$ cat config.mk
export PLATFORM = sky130hd
export DESIGN_NAME = spirm_top
export DESIGN_NICKNAME = d
export VERILOG_FILES = /design/src/design/spirm_pkg.sv /design/src/design/spirm_fifo.sv /design/src/design/spirm_rate.sv /design/src/design/spirm_top.sv
export SDC_FILE = /design/constraint.sdc
export NUM_CORES = 2
export LEC_CHECK = 0
export BUFFER_PORTS_ARGS = -buffer_cell sky130_fd_sc_hd__buf_2
export CAP_MARGIN = 40
export CORE_MARGIN = 8
export CORE_UTILIZATION = 57
export DETAILED_ROUTE_END_ITERATION = 10
export PLACE_DENSITY_LB_ADDON = 0.3
export RECOVER_POWER = 50
export SYNTH_ARGS = -nofsm -noshare
export SYNTH_HDL_FRONTEND = slang
export SYNTH_HIERARCHICAL = 1
export SYNTH_SLANG_ARGS = --single-unit
$ cat constraint.sdc
create_clock -name pclk -period 8.4 [get_ports pclk]
set_clock_uncertainty 0.15 [all_clocks]
set_input_delay 0 -clock pclk [delete_from_list [all_inputs] [get_ports pclk]]
set_output_delay 0 -clock pclk [all_outputs]
set_load 0.01 [all_outputs]
$ cat src/design/spirm_pkg.sv
// spirm_pkg: register map, field layouts, reset values and helpers of the spi block
// assumes the bus fabric selects the block inside its 4 KiB window at the base below
package spirm_pkg;

  // block base; offsets are byte addresses inside the window
  localparam logic [31:0] BASE_ADDR = 32'h4040_0000;
  localparam logic [11:0] OFS_CTRL0 = 12'h000;
  localparam logic [11:0] OFS_CTRL1 = 12'h004;
  localparam logic [11:0] OFS_DATA = 12'h008;
  localparam logic [11:0] OFS_STAT = 12'h00C;
  localparam logic [11:0] OFS_PRESC = 12'h010;
  localparam logic [11:0] OFS_IMASK = 12'h014;
  localparam logic [11:0] OFS_RAW = 12'h018;
  localparam logic [11:0] OFS_MIS = 12'h01C;
  localparam logic [11:0] OFS_ICLR = 12'h020;
  localparam logic [11:0] OFS_DMA = 12'h024;
  localparam logic [11:0] OFS_RXCNT = 12'h028;
  localparam logic [11:0] OFS_DUMMY = 12'h02C;
  localparam logic [11:0] OFS_TXCNT = 12'h030;
  localparam logic [11:0] OFS_INTEGRATION_TEST_CTRL = 12'h080;
  localparam logic [11:0] OFS_TDATA = 12'h08C;

  // values after reset
  localparam logic [31:0] CTRL0_RST = 32'h1C00_0000;
  localparam logic [31:0] STAT_RST = 32'h0000_0003;
  localparam logic [31:0] ZERO_RST = 32'h0000_0000;

  // status bit positions
  localparam int STB_TX_EMPTY = 0;
  localparam int STB_TX_NFULL = 1;
  localparam int STB_RX_NEMPTY = 2;
  localparam int STB_RX_FULL = 3;
  localparam int STB_BUSY = 4;

  // interrupt source positions
  localparam int IRQ_W = 3;
  localparam int IRQ_OVERRUN = 0;
  localparam int IRQ_RX_AVAIL = 1;
  localparam int IRQ_TX_EMPTY = 2;

  // dma enable positions
  localparam int DMA_W = 2;
  localparam int DMA_RX = 0;
  localparam int DMA_TX = 1;

  // frame lengths in bits, and the three-wire format code
  localparam logic [5:0] MIN_FRAME = 6'h04;
  localparam logic [5:0] FULL_WORD = 6'h20;
  localparam logic [1:0] FMT_THREE = 2'h2;

  typedef enum logic [1:0] {
    SPIRM_DUPLEX = 2'h0,
    SPIRM_TX_ONLY = 2'h1,
    SPIRM_RX_DUMMY = 2'h2,
    SPIRM_COMBINED = 2'h3
  } spirm_mode_t;

  typedef enum logic [2:0] {
    ST_IDLE = 3'b001,
    ST_RUN = 3'b010,
    ST_DONE = 3'b100
  } spirm_state_t;

  // control_primary layout, msb first
  typedef struct packed {
    logic [4:0] rsvd_hi;
    logic cs1;
    logic rsvd25;
    spirm_mode_t master_mode;
    logic [1:0] frame_format_select;
    logic [4:0] cmd_bits_select;
    logic [7:0] serial_rate_factor;
    logic clock_phase_select;
    logic clock_idle_level;
    logic rsvd5;
    logic [4:0] frame_bits_select;
  } spirm_ctrl0_t;

  // control_secondary layout, msb first
  typedef struct packed {
    logic [25:0] rsvd_hi;
    logic [1:0] rx_endian;
    logic slave_out_dis;
    logic slave_mode;
    logic enable;
    logic rsvd0;
  } spirm_ctrl1_t;

  // serial link outputs
  typedef struct packed {
    logic sclk;
    logic mosi;
    logic mosi_oe_n;
    logic cs_n;
  } spirm_pins_t;

  // field value plus one; reserved codes fall back to the shortest frame
  function automatic logic [5:0] frame_len(input logic [4:0] field);
    logic [5:0] n;
    n = {1'b0, field} + 6'h01;
    return (n < MIN_FRAME) ? MIN_FRAME : n;
  endfunction

  // move an n-bit word up to bit 31 so it leaves msb first
  function automatic logic [31:0] align_msb(input logic [31:0] w, input logic [5:0] n);
    return w << (FULL_WORD - n);
  endfunction

  // low n bits set
  function automatic logic [31:0] low_mask(input logic [5:0] n);
    return (n >= FULL_WORD) ? 32'hFFFF_FFFF : ((32'h1 << n) - 32'h1);
  endfunction

  // half a bit period: divisor/2 * (1 + rate); a zero divisor runs at the fastest pace
  function automatic logic [14:0] half_period(input logic [7:0] presc, input logic [7:0] rate);
    logic [15:0] p;
    p = {9'h000, presc[7:1]} * ({8'h00, rate} + 16'h0001);
    return (p == 16'h0000) ? 15'h0001 : p[14:0];
  endfunction

endpackage

$ cat src/design/spirm_fifo.sv
// spirm_fifo: small first-in first-out store for serial frames
// assumes one clock; read data always show the current head from a register
`timescale 1ns/100ps
`default_nettype none
module spirm_fifo #(
  parameter int W = 32,
  parameter int AW = 3
) (
  input wire logic pclk,
  input wire logic presetn,
  input wire logic push,
  input wire logic [W-1:0] wdata,
  input wire logic pop,
  output logic [W-1:0] rdata,
  output logic empty,
  output logic full
);
  logic [W-1:0] mem [2**AW]; // storage, no reset needed
  logic [AW:0] wptr, rptr; // extra bit tells full from empty
  logic [AW:0] next_wptr, next_rptr;
  logic [W-1:0] next_rdata;
  logic do_push, do_pop;

  // pointer step and head lookahead
  always_comb begin
    empty = (wptr == rptr);
    full = (wptr[AW] != rptr[AW]) && (wptr[AW-1:0] == rptr[AW-1:0]);
    do_push = push & ~full; // pushes into a full store are dropped
    do_pop = pop & ~empty;
    next_wptr = wptr + {{AW{1'b0}}, do_push};
    next_rptr = rptr + {{AW{1'b0}}, do_pop};
    // bypass so a word written to the new head is seen at once
    if (do_push && (wptr[AW-1:0] == next_rptr[AW-1:0])) begin
      next_rdata = wdata;
    end else begin
      next_rdata = mem[next_rptr[AW-1:0]];
    end
  end

  // pointers and head register
  always_ff @(posedge pclk or negedge presetn) begin
    if (!presetn) begin
      wptr <= '0;
      rptr <= '0;
      rdata <= '0;
    end else begin
      wptr <= next_wptr;
      rptr <= next_rptr;
      rdata <= next_rdata;
    end
  end

  // storage write
  always_ff @(posedge pclk) begin
    if (do_push) begin
      mem[wptr[AW-1:0]] <= wdata;
    end
  end
endmodule // spirm_fifo
`default_nettype wire

$ cat src/design/spirm_rate.sv
// spirm_rate: half bit period pacer for the serial clock
// assumes run rises at frame launch; first tick comes one half period later
`timescale 1ns/100ps
`default_nettype none
module spirm_rate #(
  parameter int CW = 15
) (
  input wire logic pclk,
  input wire logic presetn,
  input wire logic run,
  input wire logic [CW-1:0] half,
  output logic tick
);
  logic [CW-1:0] cnt; // cycles into the current half period
  logic [CW-1:0] next_cnt;

  // count up to half-1, restart at each tick
  always_comb begin
    tick = run && (cnt == half - {{(CW-1){1'b0}}, 1'b1});
    next_cnt = (!run || tick) ? '0 : cnt + {{(CW-1){1'b0}}, 1'b1};
  end

  // counter register
  always_ff @(posedge pclk or negedge presetn) begin
    if (!presetn) begin
      cnt <= '0;
    end else begin
      cnt <= next_cnt;
    end
  end
endmodule // spirm_rate
`default_nettype wire

$ cat src/design/spirm_top.sv
// spirm_top: apb register file and serial master engine of the spi block
// assumes an apb3 master, one clock, miso tied to mosi outside in three-wire use
// Functional notes
// - block sits at a fixed base address
// - control_primary at 0x00, resets 0x1C000000
// - status_flags read-only, reads 0x3 after reset
// - frame length is field value plus one
// - bit 6 sets serial clock idle level
// - bit 7 selects serial clock phase
// - bit rate is clock/(divisor*(1+factor))
// - interrupt_mask gates raw sources to output
// - raw and masked interrupt state read-only
// - interrupt_clear write-only, clears overrun bit where written one
// - dma_request_ctrl enables fifo dma requests
// - receive_frame_count register, resets zero
// - tx_fifo_frame_count register, resets zero
// - data port reads and writes fifos
// - test control and test data registers
// - format zero four-wire, two three-wire
// - writing one clears overrun interrupt
// - dummy sends decrement receive count first
//
// The APB interface to the registers was chosen for this implementation.
`timescale 1ns/100ps
`default_nettype none
module spirm_top #(
  parameter int FIFO_AW = 3,
  parameter int CNT_W = 16
) (
  input wire logic pclk,
  input wire logic presetn,
  input wire logic [31:0] paddr,
  input wire logic psel,
  input wire logic penable,
  input wire logic pwrite,
  input wire logic [31:0] pwdata,
  output logic [31:0] prdata,
  output logic pready,
  output logic pslverr,
  input wire logic miso,
  output spirm_pkg::spirm_pins_t link,
  output logic irq,
  output logic tx_dma_req,
  output logic rx_dma_req
);
  import spirm_pkg::*;

  // bus side state
  logic ack_q, next_ack; // one wait state, then ready
  logic [31:0] next_prdata;
  logic [11:0] ofs; // offset inside the window
  logic in_blk, mapped, wr_go, rd_go;
  logic [31:0] rd_word;

  // software visible registers
  spirm_ctrl0_t ctrl0, next_ctrl0;
  spirm_ctrl1_t ctrl1, next_ctrl1;
  logic [7:0] presc, next_presc; // even 2..254 expected
  logic [IRQ_W-1:0] imask, next_imask;
  logic [DMA_W-1:0] dma, next_dma;
  logic [CNT_W-1:0] rxcnt, next_rxcnt;
  logic [CNT_W-1:0] txcnt, next_txcnt;
  logic [31:0] dummy, next_dummy;
  logic [31:0] integration_test_ctrl, next_integration_test_ctrl;
  logic [31:0] tdata, next_tdata;
  logic ovr, next_ovr; // sticky receive overrun
  logic [IRQ_W-1:0] raw, masked;
  logic [31:0] stat_word;

  // fifo ports
  logic tx_push, tx_pop, tx_empty, tx_full;
  logic rx_push, rx_pop, rx_empty, rx_full;
  logic [31:0] tx_rdata, rx_rdata, rx_wdata;

  // engine state
  spirm_state_t state, next_state;
  logic [31:0] shreg, next_shreg; // msb leaves first
  logic [6:0] bitc, next_bitc; // trailing edges so far, up to 64 in three-wire
  logic [6:0] total, next_total; // bits in this frame; seven bits so 32 + 32 fits
  logic [5:0] cmdn, next_cmdn; // bits driven out
  logic [5:0] rxn, next_rxn; // bits kept on receive
  logic phase, next_phase; // 0 before leading edge
  logic capt, next_capt; // leading edge sample
  logic sclk_q, next_sclk;
  logic mosi_q, next_mosi;
  logic drun, next_drun; // dummy run under way
  logic tick, go_ok, send_tx, send_dum, rx_dec, tx_dec, ovr_evt;
  logic fmt3, cpol, cpha, keep_rx;
  logic [5:0] data_n, cmd_n;
  logic [31:0] ld_word;
  logic [14:0] half;

  // apb decode; one fixed wait state keeps the fifo head settled
  always_comb begin
    ofs = paddr[11:0];
    in_blk = (paddr[31:12] == BASE_ADDR[31:12]);
    pready = psel & penable & ack_q;
    next_ack = psel & penable & ~ack_q;
    wr_go = pready & pwrite & in_blk;
    rd_go = pready & ~pwrite & in_blk;
    pslverr = pready & ~(in_blk & mapped);
    tx_push = wr_go && (ofs == OFS_DATA);
    rx_pop = rd_go && (ofs == OFS_DATA);
  end

  // status and interrupt views
  always_comb begin
    stat_word = ZERO_RST;
    stat_word[STB_TX_EMPTY] = tx_empty;
    stat_word[STB_TX_NFULL] = ~tx_full;
    stat_word[STB_RX_NEMPTY] = ~rx_empty;
    stat_word[STB_RX_FULL] = rx_full;
    stat_word[STB_BUSY] = (state != ST_IDLE);
    raw = '0;
    raw[IRQ_OVERRUN] = ovr;
    raw[IRQ_RX_AVAIL] = ~rx_empty;
    raw[IRQ_TX_EMPTY] = tx_empty & ctrl1.enable; // quiet until enabled, so raw resets to zero
    masked = raw & imask;
    irq = |masked;
    tx_dma_req = dma[DMA_TX] & ~tx_full;
    rx_dma_req = dma[DMA_RX] & ~rx_empty;
  end

  // read mux; write-only clear reads as zero
  always_comb begin
    rd_word = ZERO_RST;
    mapped = 1'b1;
    case (ofs)
      OFS_CTRL0: rd_word = ctrl0;
      OFS_CTRL1: rd_word = ctrl1;
      OFS_DATA: rd_word = rx_empty ? ZERO_RST : rx_rdata;
      OFS_STAT: rd_word = stat_word;
      OFS_PRESC: rd_word = {24'h000000, presc};
      OFS_IMASK: rd_word = {{(32-IRQ_W){1'b0}}, imask};
      OFS_RAW: rd_word = {{(32-IRQ_W){1'b0}}, raw};
      OFS_MIS: rd_word = {{(32-IRQ_W){1'b0}}, masked};
      OFS_ICLR: rd_word = ZERO_RST;
      OFS_DMA: rd_word = {{(32-DMA_W){1'b0}}, dma};
      OFS_RXCNT: rd_word = 32'(rxcnt);
      OFS_DUMMY: rd_word = dummy;
      OFS_TXCNT: rd_word = 32'(txcnt);
      OFS_INTEGRATION_TEST_CTRL: rd_word = integration_test_ctrl;
      OFS_TDATA: rd_word = tdata;
      default: mapped = 1'b0; // unmapped reads zero, flags pslverr
    endcase
    // captured on the first access cycle, held to the ready cycle
    next_prdata = (psel & penable & ~ack_q & ~pwrite) ? (in_blk ? rd_word : ZERO_RST) : prdata;
  end

  // register next values; software write wins over a same-cycle decrement
  always_comb begin
    next_ctrl0 = ctrl0;
    next_ctrl1 = ctrl1;
    next_presc = presc;
    next_imask = imask;
    next_dma = dma;
    next_dummy = dummy;
    next_integration_test_ctrl = integration_test_ctrl;
    next_tdata = tdata;
    next_rxcnt = rx_dec ? rxcnt - {{(CNT_W-1){1'b0}}, 1'b1} : rxcnt;
    next_txcnt = tx_dec ? txcnt - {{(CNT_W-1){1'b0}}, 1'b1} : txcnt;
    // set wins over clear so an overrun in the clear cycle stays
    next_ovr = ovr | ovr_evt;
    if (wr_go) begin
      case (ofs)
        OFS_CTRL0: next_ctrl0 = spirm_ctrl0_t'(pwdata);
        OFS_CTRL1: next_ctrl1 = spirm_ctrl1_t'(pwdata);
        OFS_PRESC: next_presc = pwdata[7:0];
        OFS_IMASK: next_imask = pwdata[IRQ_W-1:0];
        OFS_ICLR: next_ovr = (ovr & ~pwdata[IRQ_OVERRUN]) | ovr_evt;
        OFS_DMA: next_dma = pwdata[DMA_W-1:0];
        OFS_RXCNT: next_rxcnt = pwdata[CNT_W-1:0];
        OFS_DUMMY: next_dummy = pwdata;
        OFS_TXCNT: next_txcnt = pwdata[CNT_W-1:0];
        OFS_INTEGRATION_TEST_CTRL: next_integration_test_ctrl = pwdata;
        OFS_TDATA: next_tdata = pwdata;
        default: ;
      endcase
    end
  end

  // bus and register flops
  always_ff @(posedge pclk or negedge presetn) begin
    if (!presetn) begin
      ack_q <= 1'b0;
      prdata <= ZERO_RST;
      ctrl0 <= spirm_ctrl0_t'(CTRL0_RST);
      ctrl1 <= spirm_ctrl1_t'(ZERO_RST);
      presc <= ZERO_RST[7:0];
      imask <= ZERO_RST[IRQ_W-1:0];
      dma <= ZERO_RST[DMA_W-1:0];
      rxcnt <= ZERO_RST[CNT_W-1:0];
      txcnt <= ZERO_RST[CNT_W-1:0];
      dummy <= ZERO_RST;
      integration_test_ctrl <= ZERO_RST;
      tdata <= ZERO_RST;
      ovr <= 1'b0;
    end else begin
      ack_q <= next_ack;
      prdata <= next_prdata;
      ctrl0 <= next_ctrl0;
      ctrl1 <= next_ctrl1;
      presc <= next_presc;
      imask <= next_imask;
      dma <= next_dma;
      rxcnt <= next_rxcnt;
      txcnt <= next_txcnt;
      dummy <= next_dummy;
      integration_test_ctrl <= next_integration_test_ctrl;
      tdata <= next_tdata;
      ovr <= next_ovr;
    end
  end

  // frame stores behind the data port
  spirm_fifo #(.W(32), .AW(FIFO_AW)) u_txf (
    .pclk(pclk), .presetn(presetn), .push(tx_push), .wdata(pwdata),
    .pop(tx_pop), .rdata(tx_rdata), .empty(tx_empty), .full(tx_full));
  spirm_fifo #(.W(32), .AW(FIFO_AW)) u_rxf (
    .pclk(pclk), .presetn(presetn), .push(rx_push), .wdata(rx_wdata),
    .pop(rx_pop), .rdata(rx_rdata), .empty(rx_empty), .full(rx_full));

  // half bit pacer
  spirm_rate #(.CW(15)) u_rate (
    .pclk(pclk), .presetn(presetn), .run(state == ST_RUN), .half(half), .tick(tick));

  // launch decision; a mode change also counts for the frame under way, as keep_rx is read when it ends
  always_comb begin
    fmt3 = (ctrl0.frame_format_select == FMT_THREE);
    cpol = ~fmt3 & ctrl0.clock_idle_level;
    cpha = ~fmt3 & ctrl0.clock_phase_select;
    data_n = frame_len(ctrl0.frame_bits_select);
    cmd_n = frame_len(ctrl0.cmd_bits_select);
    half = half_period(presc, ctrl0.serial_rate_factor);
    keep_rx = fmt3 | (ctrl0.master_mode != SPIRM_TX_ONLY);
    go_ok = ctrl1.enable & ~ctrl1.slave_mode; // master only
    send_tx = ~tx_empty;
    send_dum = 1'b0;
    if (!fmt3) begin
      unique case (ctrl0.master_mode)
        SPIRM_DUPLEX, SPIRM_TX_ONLY: send_tx = ~tx_empty;
        SPIRM_RX_DUMMY: begin
          // once dummies start, queued words wait until the count runs out
          send_tx = ~tx_empty & ~drun;
          send_dum = ~send_tx & (rxcnt != '0);
        end
        SPIRM_COMBINED: begin
          send_tx = ~tx_empty & (txcnt != '0) & ~drun;
          send_dum = (txcnt == '0) & (rxcnt != '0);
        end
      endcase
    end
    ld_word = send_tx ? tx_rdata : dummy;
  end

  // serial engine next state
  always_comb begin
    next_state = state;
    next_shreg = shreg;
    next_bitc = bitc;
    next_total = total;
    next_cmdn = cmdn;
    next_rxn = rxn;
    next_phase = phase;
    next_capt = capt;
    next_sclk = sclk_q;
    next_mosi = mosi_q;
    next_drun = drun & (rxcnt != '0);
    tx_pop = 1'b0;
    rx_push = 1'b0;
    rx_dec = 1'b0;
    tx_dec = 1'b0;
    ovr_evt = 1'b0;
    rx_wdata = shreg & low_mask(rxn);
    unique case (state)
      ST_IDLE: begin
        next_sclk = cpol;
        if (go_ok && (send_tx || send_dum)) begin
          // three-wire: command bits out, then data bits in
          next_cmdn = fmt3 ? cmd_n : data_n;
          next_rxn = data_n;
          next_total = fmt3 ? {1'b0, cmd_n} + {1'b0, data_n} : {1'b0, data_n};
          next_shreg = align_msb(ld_word, next_cmdn);
          next_mosi = next_shreg[31];
          next_bitc = '0;
          next_phase = 1'b0;
          tx_pop = send_tx;
          rx_dec = send_dum;
          tx_dec = send_tx & ~fmt3 & (ctrl0.master_mode == SPIRM_COMBINED);
          if (send_dum) begin
            next_drun = (rxcnt != {{(CNT_W-1){1'b0}}, 1'b1});
          end
          next_state = ST_RUN;
        end
      end
      ST_RUN: begin
        if (tick) begin
          next_phase = ~phase;
          if (!phase) begin
            // leading edge
            next_sclk = ~cpol;
            if (!cpha) begin
              next_capt = miso;
            end else begin
              next_mosi = shreg[31];
            end
          end else begin
            // trailing edge: shift in, count the bit
            next_sclk = cpol;
            next_shreg = {shreg[30:0], cpha ? miso : capt};
            next_bitc = bitc + 7'h01;
            if (!cpha) begin
              next_mosi = shreg[30];
            end
            if (bitc + 7'h01 == total) begin
              next_state = ST_DONE;
            end
          end
        end
      end
      ST_DONE: begin
        next_state = ST_IDLE;
        if (keep_rx) begin
          // a full store keeps its words; the new frame is lost
          ovr_evt = rx_full;
          rx_push = ~rx_full;
        end
      end
      default: next_state = ST_IDLE; // recover from an illegal code
    endcase
  end

  // serial engine flops
  always_ff @(posedge pclk or negedge presetn) begin
    if (!presetn) begin
      state <= ST_IDLE;
      shreg <= ZERO_RST;
      bitc <= '0;
      total <= {1'b0, MIN_FRAME};
      cmdn <= MIN_FRAME;
      rxn <= MIN_FRAME;
      phase <= 1'b0;
      capt <= 1'b0;
      sclk_q <= 1'b0;
      mosi_q <= 1'b0;
      drun <= 1'b0;
    end else begin
      state <= next_state;
      shreg <= next_shreg;
      bitc <= next_bitc;
      total <= next_total;
      cmdn <= next_cmdn;
      rxn <= next_rxn;
      phase <= next_phase;
      capt <= next_capt;
      sclk_q <= next_sclk;
      mosi_q <= next_mosi;
      drun <= next_drun;
    end
  end

  // pins; three-wire releases the line once the command is out
  always_comb begin
    link.sclk = sclk_q;
    link.mosi = mosi_q;
    link.mosi_oe_n = fmt3 & ~((state == ST_RUN) && (bitc < {1'b0, cmdn}));
    link.cs_n = ctrl0.cs1;
  end

  // checking helpers: first cycle out of reset, cycles in a half period
  logic first_q;
  logic [14:0] since_q;
  always_ff @(posedge pclk or negedge presetn) begin
    if (!presetn) begin
      first_q <= 1'b1;
      since_q <= '0;
    end else begin
      first_q <= 1'b0;
      since_q <= ((state != ST_RUN) || tick) ? '0 : since_q + 15'h0001;
    end
  end
endmodule // spirm_top
`default_nettype wire

==> flow_metrics.env <==
export IMPL_origin_of_the_critical_flop_to_flop_path="ctrl0[9]"
export IMPL_critical_path_slowest_cell="sky130_fd_sc_hd__fa_1"
export IMPL_maxCapViolations=9
export IMPL_yosys_warnings=6
export IMPL_crit_family="adder cells"
export IMPL_postSynthCellCount=3504
export IMPL_port_buffer_count=110
export IMPL_grt_max_degree=92
export IMPL_netlist_top_cells_area="sky130_fd_sc_hd__edfxtp_1 34%, sky130_fd_sc_hd__dfrtp_1 22%, sky130_fd_sc_hd__mux2_2 5.8%, sky130_fd_sc_hd__mux2i_1 3.5%, sky130_fd_sc_hd__mux4_2 3.0%"
export IMPL_worst_r2r_cell_count=33
export IMPL_antenna_violations_before_repair=6
export IMPL_layout_filler_cells=5754
export IMPL_cts_buffers_inserted=92
export IMPL_core_rowCount=103
export IMPL_achievable_frequency_ghz=0.123
export IMPL_setup_violation_total_in_the_final_timing_report=0
export IMPL_drt_vias_per_instance=6.42
export IMPL_yosys_most_used_dff="sky130_fd_sc_hd__edfxtp_1"
export IMPL_first_global_vias=30200
export IMPL_drt_drc_violations_left=0
export IMPL_layout_worst_path_cycle_share_pct=97.1
export IMPL_worst_setup_hold_path_clk_slew_ns=0.06
export IMPL_worstSetupStartpointType="flip-flop"
export IMPL_synth_area_per_cell_sq_um=12.8
export IMPL_clock_path_buffers=3
export IMPL_timing_critical_path_to_type="flip-flop"
export IMPL_detail_route_iter0_violations=3412
export IMPL_htree_num_levels=3
export IMPL_initial_core_util_pct=57.2
export IMPL_peak_ir_drop_on_the_vdd_network_uv=198
export IMPL_cts_sink_cnt=912
export IMPL_ys_async_sr_fraction_pct=43.9
export IMPL_min_delay_path_class="in2reg"
export IMPL_post_synth_top_area_fraction_pct=34.3
export IMPL_drt_pass1_iter_count=8
export IMPL_hpwl_microns=79600
export IMPL_final_period_minus_worst_setup_slack_ns=8.16
export IMPL_hold_path_cell_count=3
export IMPL_die_area_sq_um=88000
export IMPL_final_hold_worst_slack_ns=0.0698
export IMPL_violations="max-capacitance violations, max-slew violations"
export IMPL_finish_net_count=3861
export IMPL_routed_wirelength_microns=123000
export IMPL_max_slew_margin_pct=-256
export IMPL_cts_tree="built"
export IMPL_tightest_slew_ns=5.34
export IMPL_p_leak_nw=19.0
export IMPL_final_antenna_net_count=0
export IMPL_synth_enable_flop_cells=512
export IMPL_clock_insertion_delay_worst_skew_ns=0.67
export IMPL_grt_ovfl_total=0
export IMPL_critical_path_s_largest_stage_delay_ns=0.56
export IMPL_final_hold_violation_count=0
export IMPL_crit_type="reg2reg"
export IMPL_grt_setup_unrepaired="true"
export IMPL_cp_required_ns=8.76
export IMPL_ys_ff_latch=912
export IMPL_num_vias=30900
export IMPL_path_depth=33
export IMPL_arrival_ns=8.52
export IMPL_status="finished with violations"
export IMPL_finalWeightedCongestion=0.963
export IMPL_power_density_cell_area_nw_per_um2=176
export IMPL_final_sum_of_negative_setup_slack_ns=0
export IMPL_num_io_pins=111
export IMPL_synth_yosys_seq_area_share_pct=56.6
export IMPL_layout_cells_non_filler=4820
export IMPL_synth_area_leader_cell="sky130_fd_sc_hd__edfxtp_1"
export IMPL_placed_cells_incl_taps=4554
export IMPL_startpoint="ctrl0[9]"
export IMPL_drive_gt1_share_pct=20.6
export IMPL_globalRouteTotalUtil_pct=27.7
export IMPL_clk_root_buffer_cell="sky130_fd_sc_hd__clkbuf_16"
export IMPL_flow_area_growth_from_synthesis_pct=14.0
export IMPL_slew_viol_final=468
export IMPL_wl_per_cell_microns=25.5
export IMPL_die_w_microns=297
export IMPL_wire_length_of_the_first_global_routing_pass_microns=186000
export IMPL_die_h_microns=297
export IMPL_crit_path_max_fanout=18
export IMPL_synth_net_count=3674
export IMPL_hold_path_startpoint="miso"
export IMPL_netlist_area_pre_place_sq_um=44900
export IMPL_floorplan_core_area_sq_um=78500
export IMPL_cp_buffers_inverters=6
export IMPL_synthDistinctLibCells=94
cells in the mapped netlist (57+ instances only):
cell and number:
sky130_fd_sc_hd__o21ai_0 82, sky130_fd_sc_hd__a21oi_1 102, sky130_fd_sc_hd__clkbuf_1 154, sky130_fd_sc_hd__edfxtp_1 512
sky130_fd_sc_hd__nand3_1 68, sky130_fd_sc_hd__ha_1 65, sky130_fd_sc_hd__a2111oi_0 97, sky130_fd_sc_hd__nor4_1 71
sky130_fd_sc_hd__inv_1 71, sky130_fd_sc_hd__and3_1 112, sky130_fd_sc_hd__dfrtp_1 393, sky130_fd_sc_hd__xnor2_1 69
sky130_fd_sc_hd__xor2_1 57, sky130_fd_sc_hd__nor2_1 186, sky130_fd_sc_hd__nor2b_1 145, sky130_fd_sc_hd__nand2_1 232
sky130_fd_sc_hd__mux4_2 59, sky130_fd_sc_hd__mux2_2 230, sky130_fd_sc_hd__mux2i_1 156
per-layer routing:
layer	up-vias	track usage (%)	share of wire (%)
met5	-	0	0.024
met4	4	8.52	3.0
met3	254	6.36	9.2
met2	1459	42.5	46
met1	15600	39.3	42
li1	13600	-	-
worst min-delay path: cells and delay by family:
kind	cells	cell delay (ns)
buffers and inverters	2	0.68
muxes	1	0.15
cells in the final DEF, fill, tap and decap left out, types with 52 or more instances in the layout:
master,count
sky130_fd_sc_hd__nor4_1,68
sky130_fd_sc_hd__clkbuf_1,110
sky130_fd_sc_hd__ha_1,55
sky130_fd_sc_hd__a21oi_1,98
sky130_fd_sc_hd__o21ai_0,77
sky130_fd_sc_hd__clkbuf_16,94
sky130_fd_sc_hd__buf_4,111
sky130_fd_sc_hd__mux4_2,59
sky130_fd_sc_hd__dfrtp_1,390
sky130_fd_sc_hd__nand2_1,229
sky130_fd_sc_hd__nor2b_1,133
sky130_fd_sc_hd__xnor2_1,65
sky130_fd_sc_hd__and3_1,110
sky130_fd_sc_hd__a2111oi_0,96
sky130_fd_sc_hd__inv_1,68
sky130_fd_sc_hd__mux2i_1,155
sky130_fd_sc_hd__mux2_2,230
sky130_fd_sc_hd__dlygate4sd3_1,59
sky130_fd_sc_hd__xor2_1,52
sky130_fd_sc_hd__nor2_1,167
sky130_fd_sc_hd__edfxtp_1,512
sky130_fd_sc_hd__nand3_1,65
layout make-up:
class                      instances  area (sq um)  share of cell area (%)
multi-input combinational       2282         18800                    36.7
inverter                          73           274                   0.536
antenna                            2          5.00                 0.00979
clock buffer                     119          2540                    4.96
tap                             1050          1310                    2.57
sequential                       912         25400                    49.7
clock inverter                    52           554                    1.08
timing repair buffer             330          2300                    4.50
final timing paths:
check | to | slack [ns]
max | shreg[0] | 0.24
min | capt | 0.07
max reg2reg | shreg[0] | 0.24
min reg2reg | prdata[11] | 0.32
max in group asynchronous | tdata[29] | 1.73
min in group asynchronous | u_txf/rdata[25] | 1.40
metrics by stage:
stage | area, sq um | setup slack (ns) | utilization [%] | power [mW]
2_1_floorplan | 44900 | 0.0341 | - | 4.82
3_3_place_gp | 46700 | -0.0799 | 59.5 | 4.92
3_5_place_dp | 47000 | -0.246 | 59.8 | 4.93
4_1_cts | 50800 | 0.0136 | 64.7 | 9.08
5_1_grt | 51100 | -0.0630 | 65.2 | 9.26
6_report | 51100 | 0.244 | 65.2 | 9.02
where the power goes:
| part | switching (mW) | total (mW) | internal [mW] |
|---|---|---|---|
| logic | 0.104 | 0.134 | 0.0297 |
| clock network | 1.77 | 4.17 | 2.40 |
| registers | 0.000223 | 4.72 | 4.72 |
flip-flops by register name, indices dropped and copies added (netlist names), 31 cells and up:
signal	cells
integration_test_ctrl	32
ctrl0	31
prdata	32
u_rxf/rdata	32
u_txf/rdata	32
ctrl1	32
u_rxf/mem	256
u_txf/mem	256
dummy	32
tdata	32
shreg	32
what timing repair did:
| action | in CTS | in global routing |
|---|---|---|
| hold buffers | 60 | 0 |
| gates resized for setup | 9 | 92 |
| buffers inserted | 9 | 19 |
| pin swaps | 6 | 37 |
| setup endpoints to repair | 40 | 60 |
| gates cloned | 0 | 2 |
| hold endpoints to repair | 639 | 0 |
logic make-up after synthesis:
| group | Yosys count | synth area share [%] |
|---|---|---|
| multiplexers | 480 | 13.3 |
| adder cells (fa/ha/maj) | 100 | 3.37 |
| AND/OR/NAND/NOR | 983 | 11.3 |
| AO/OA/AOI/OAI | 590 | 9.78 |
| flip-flops | 912 | 56.6 |
| buffers and inverters | 310 | 3.02 |
| XOR/XNOR | 129 | 2.59 |
Note: power is estimated with default switching activity, not from simulation.
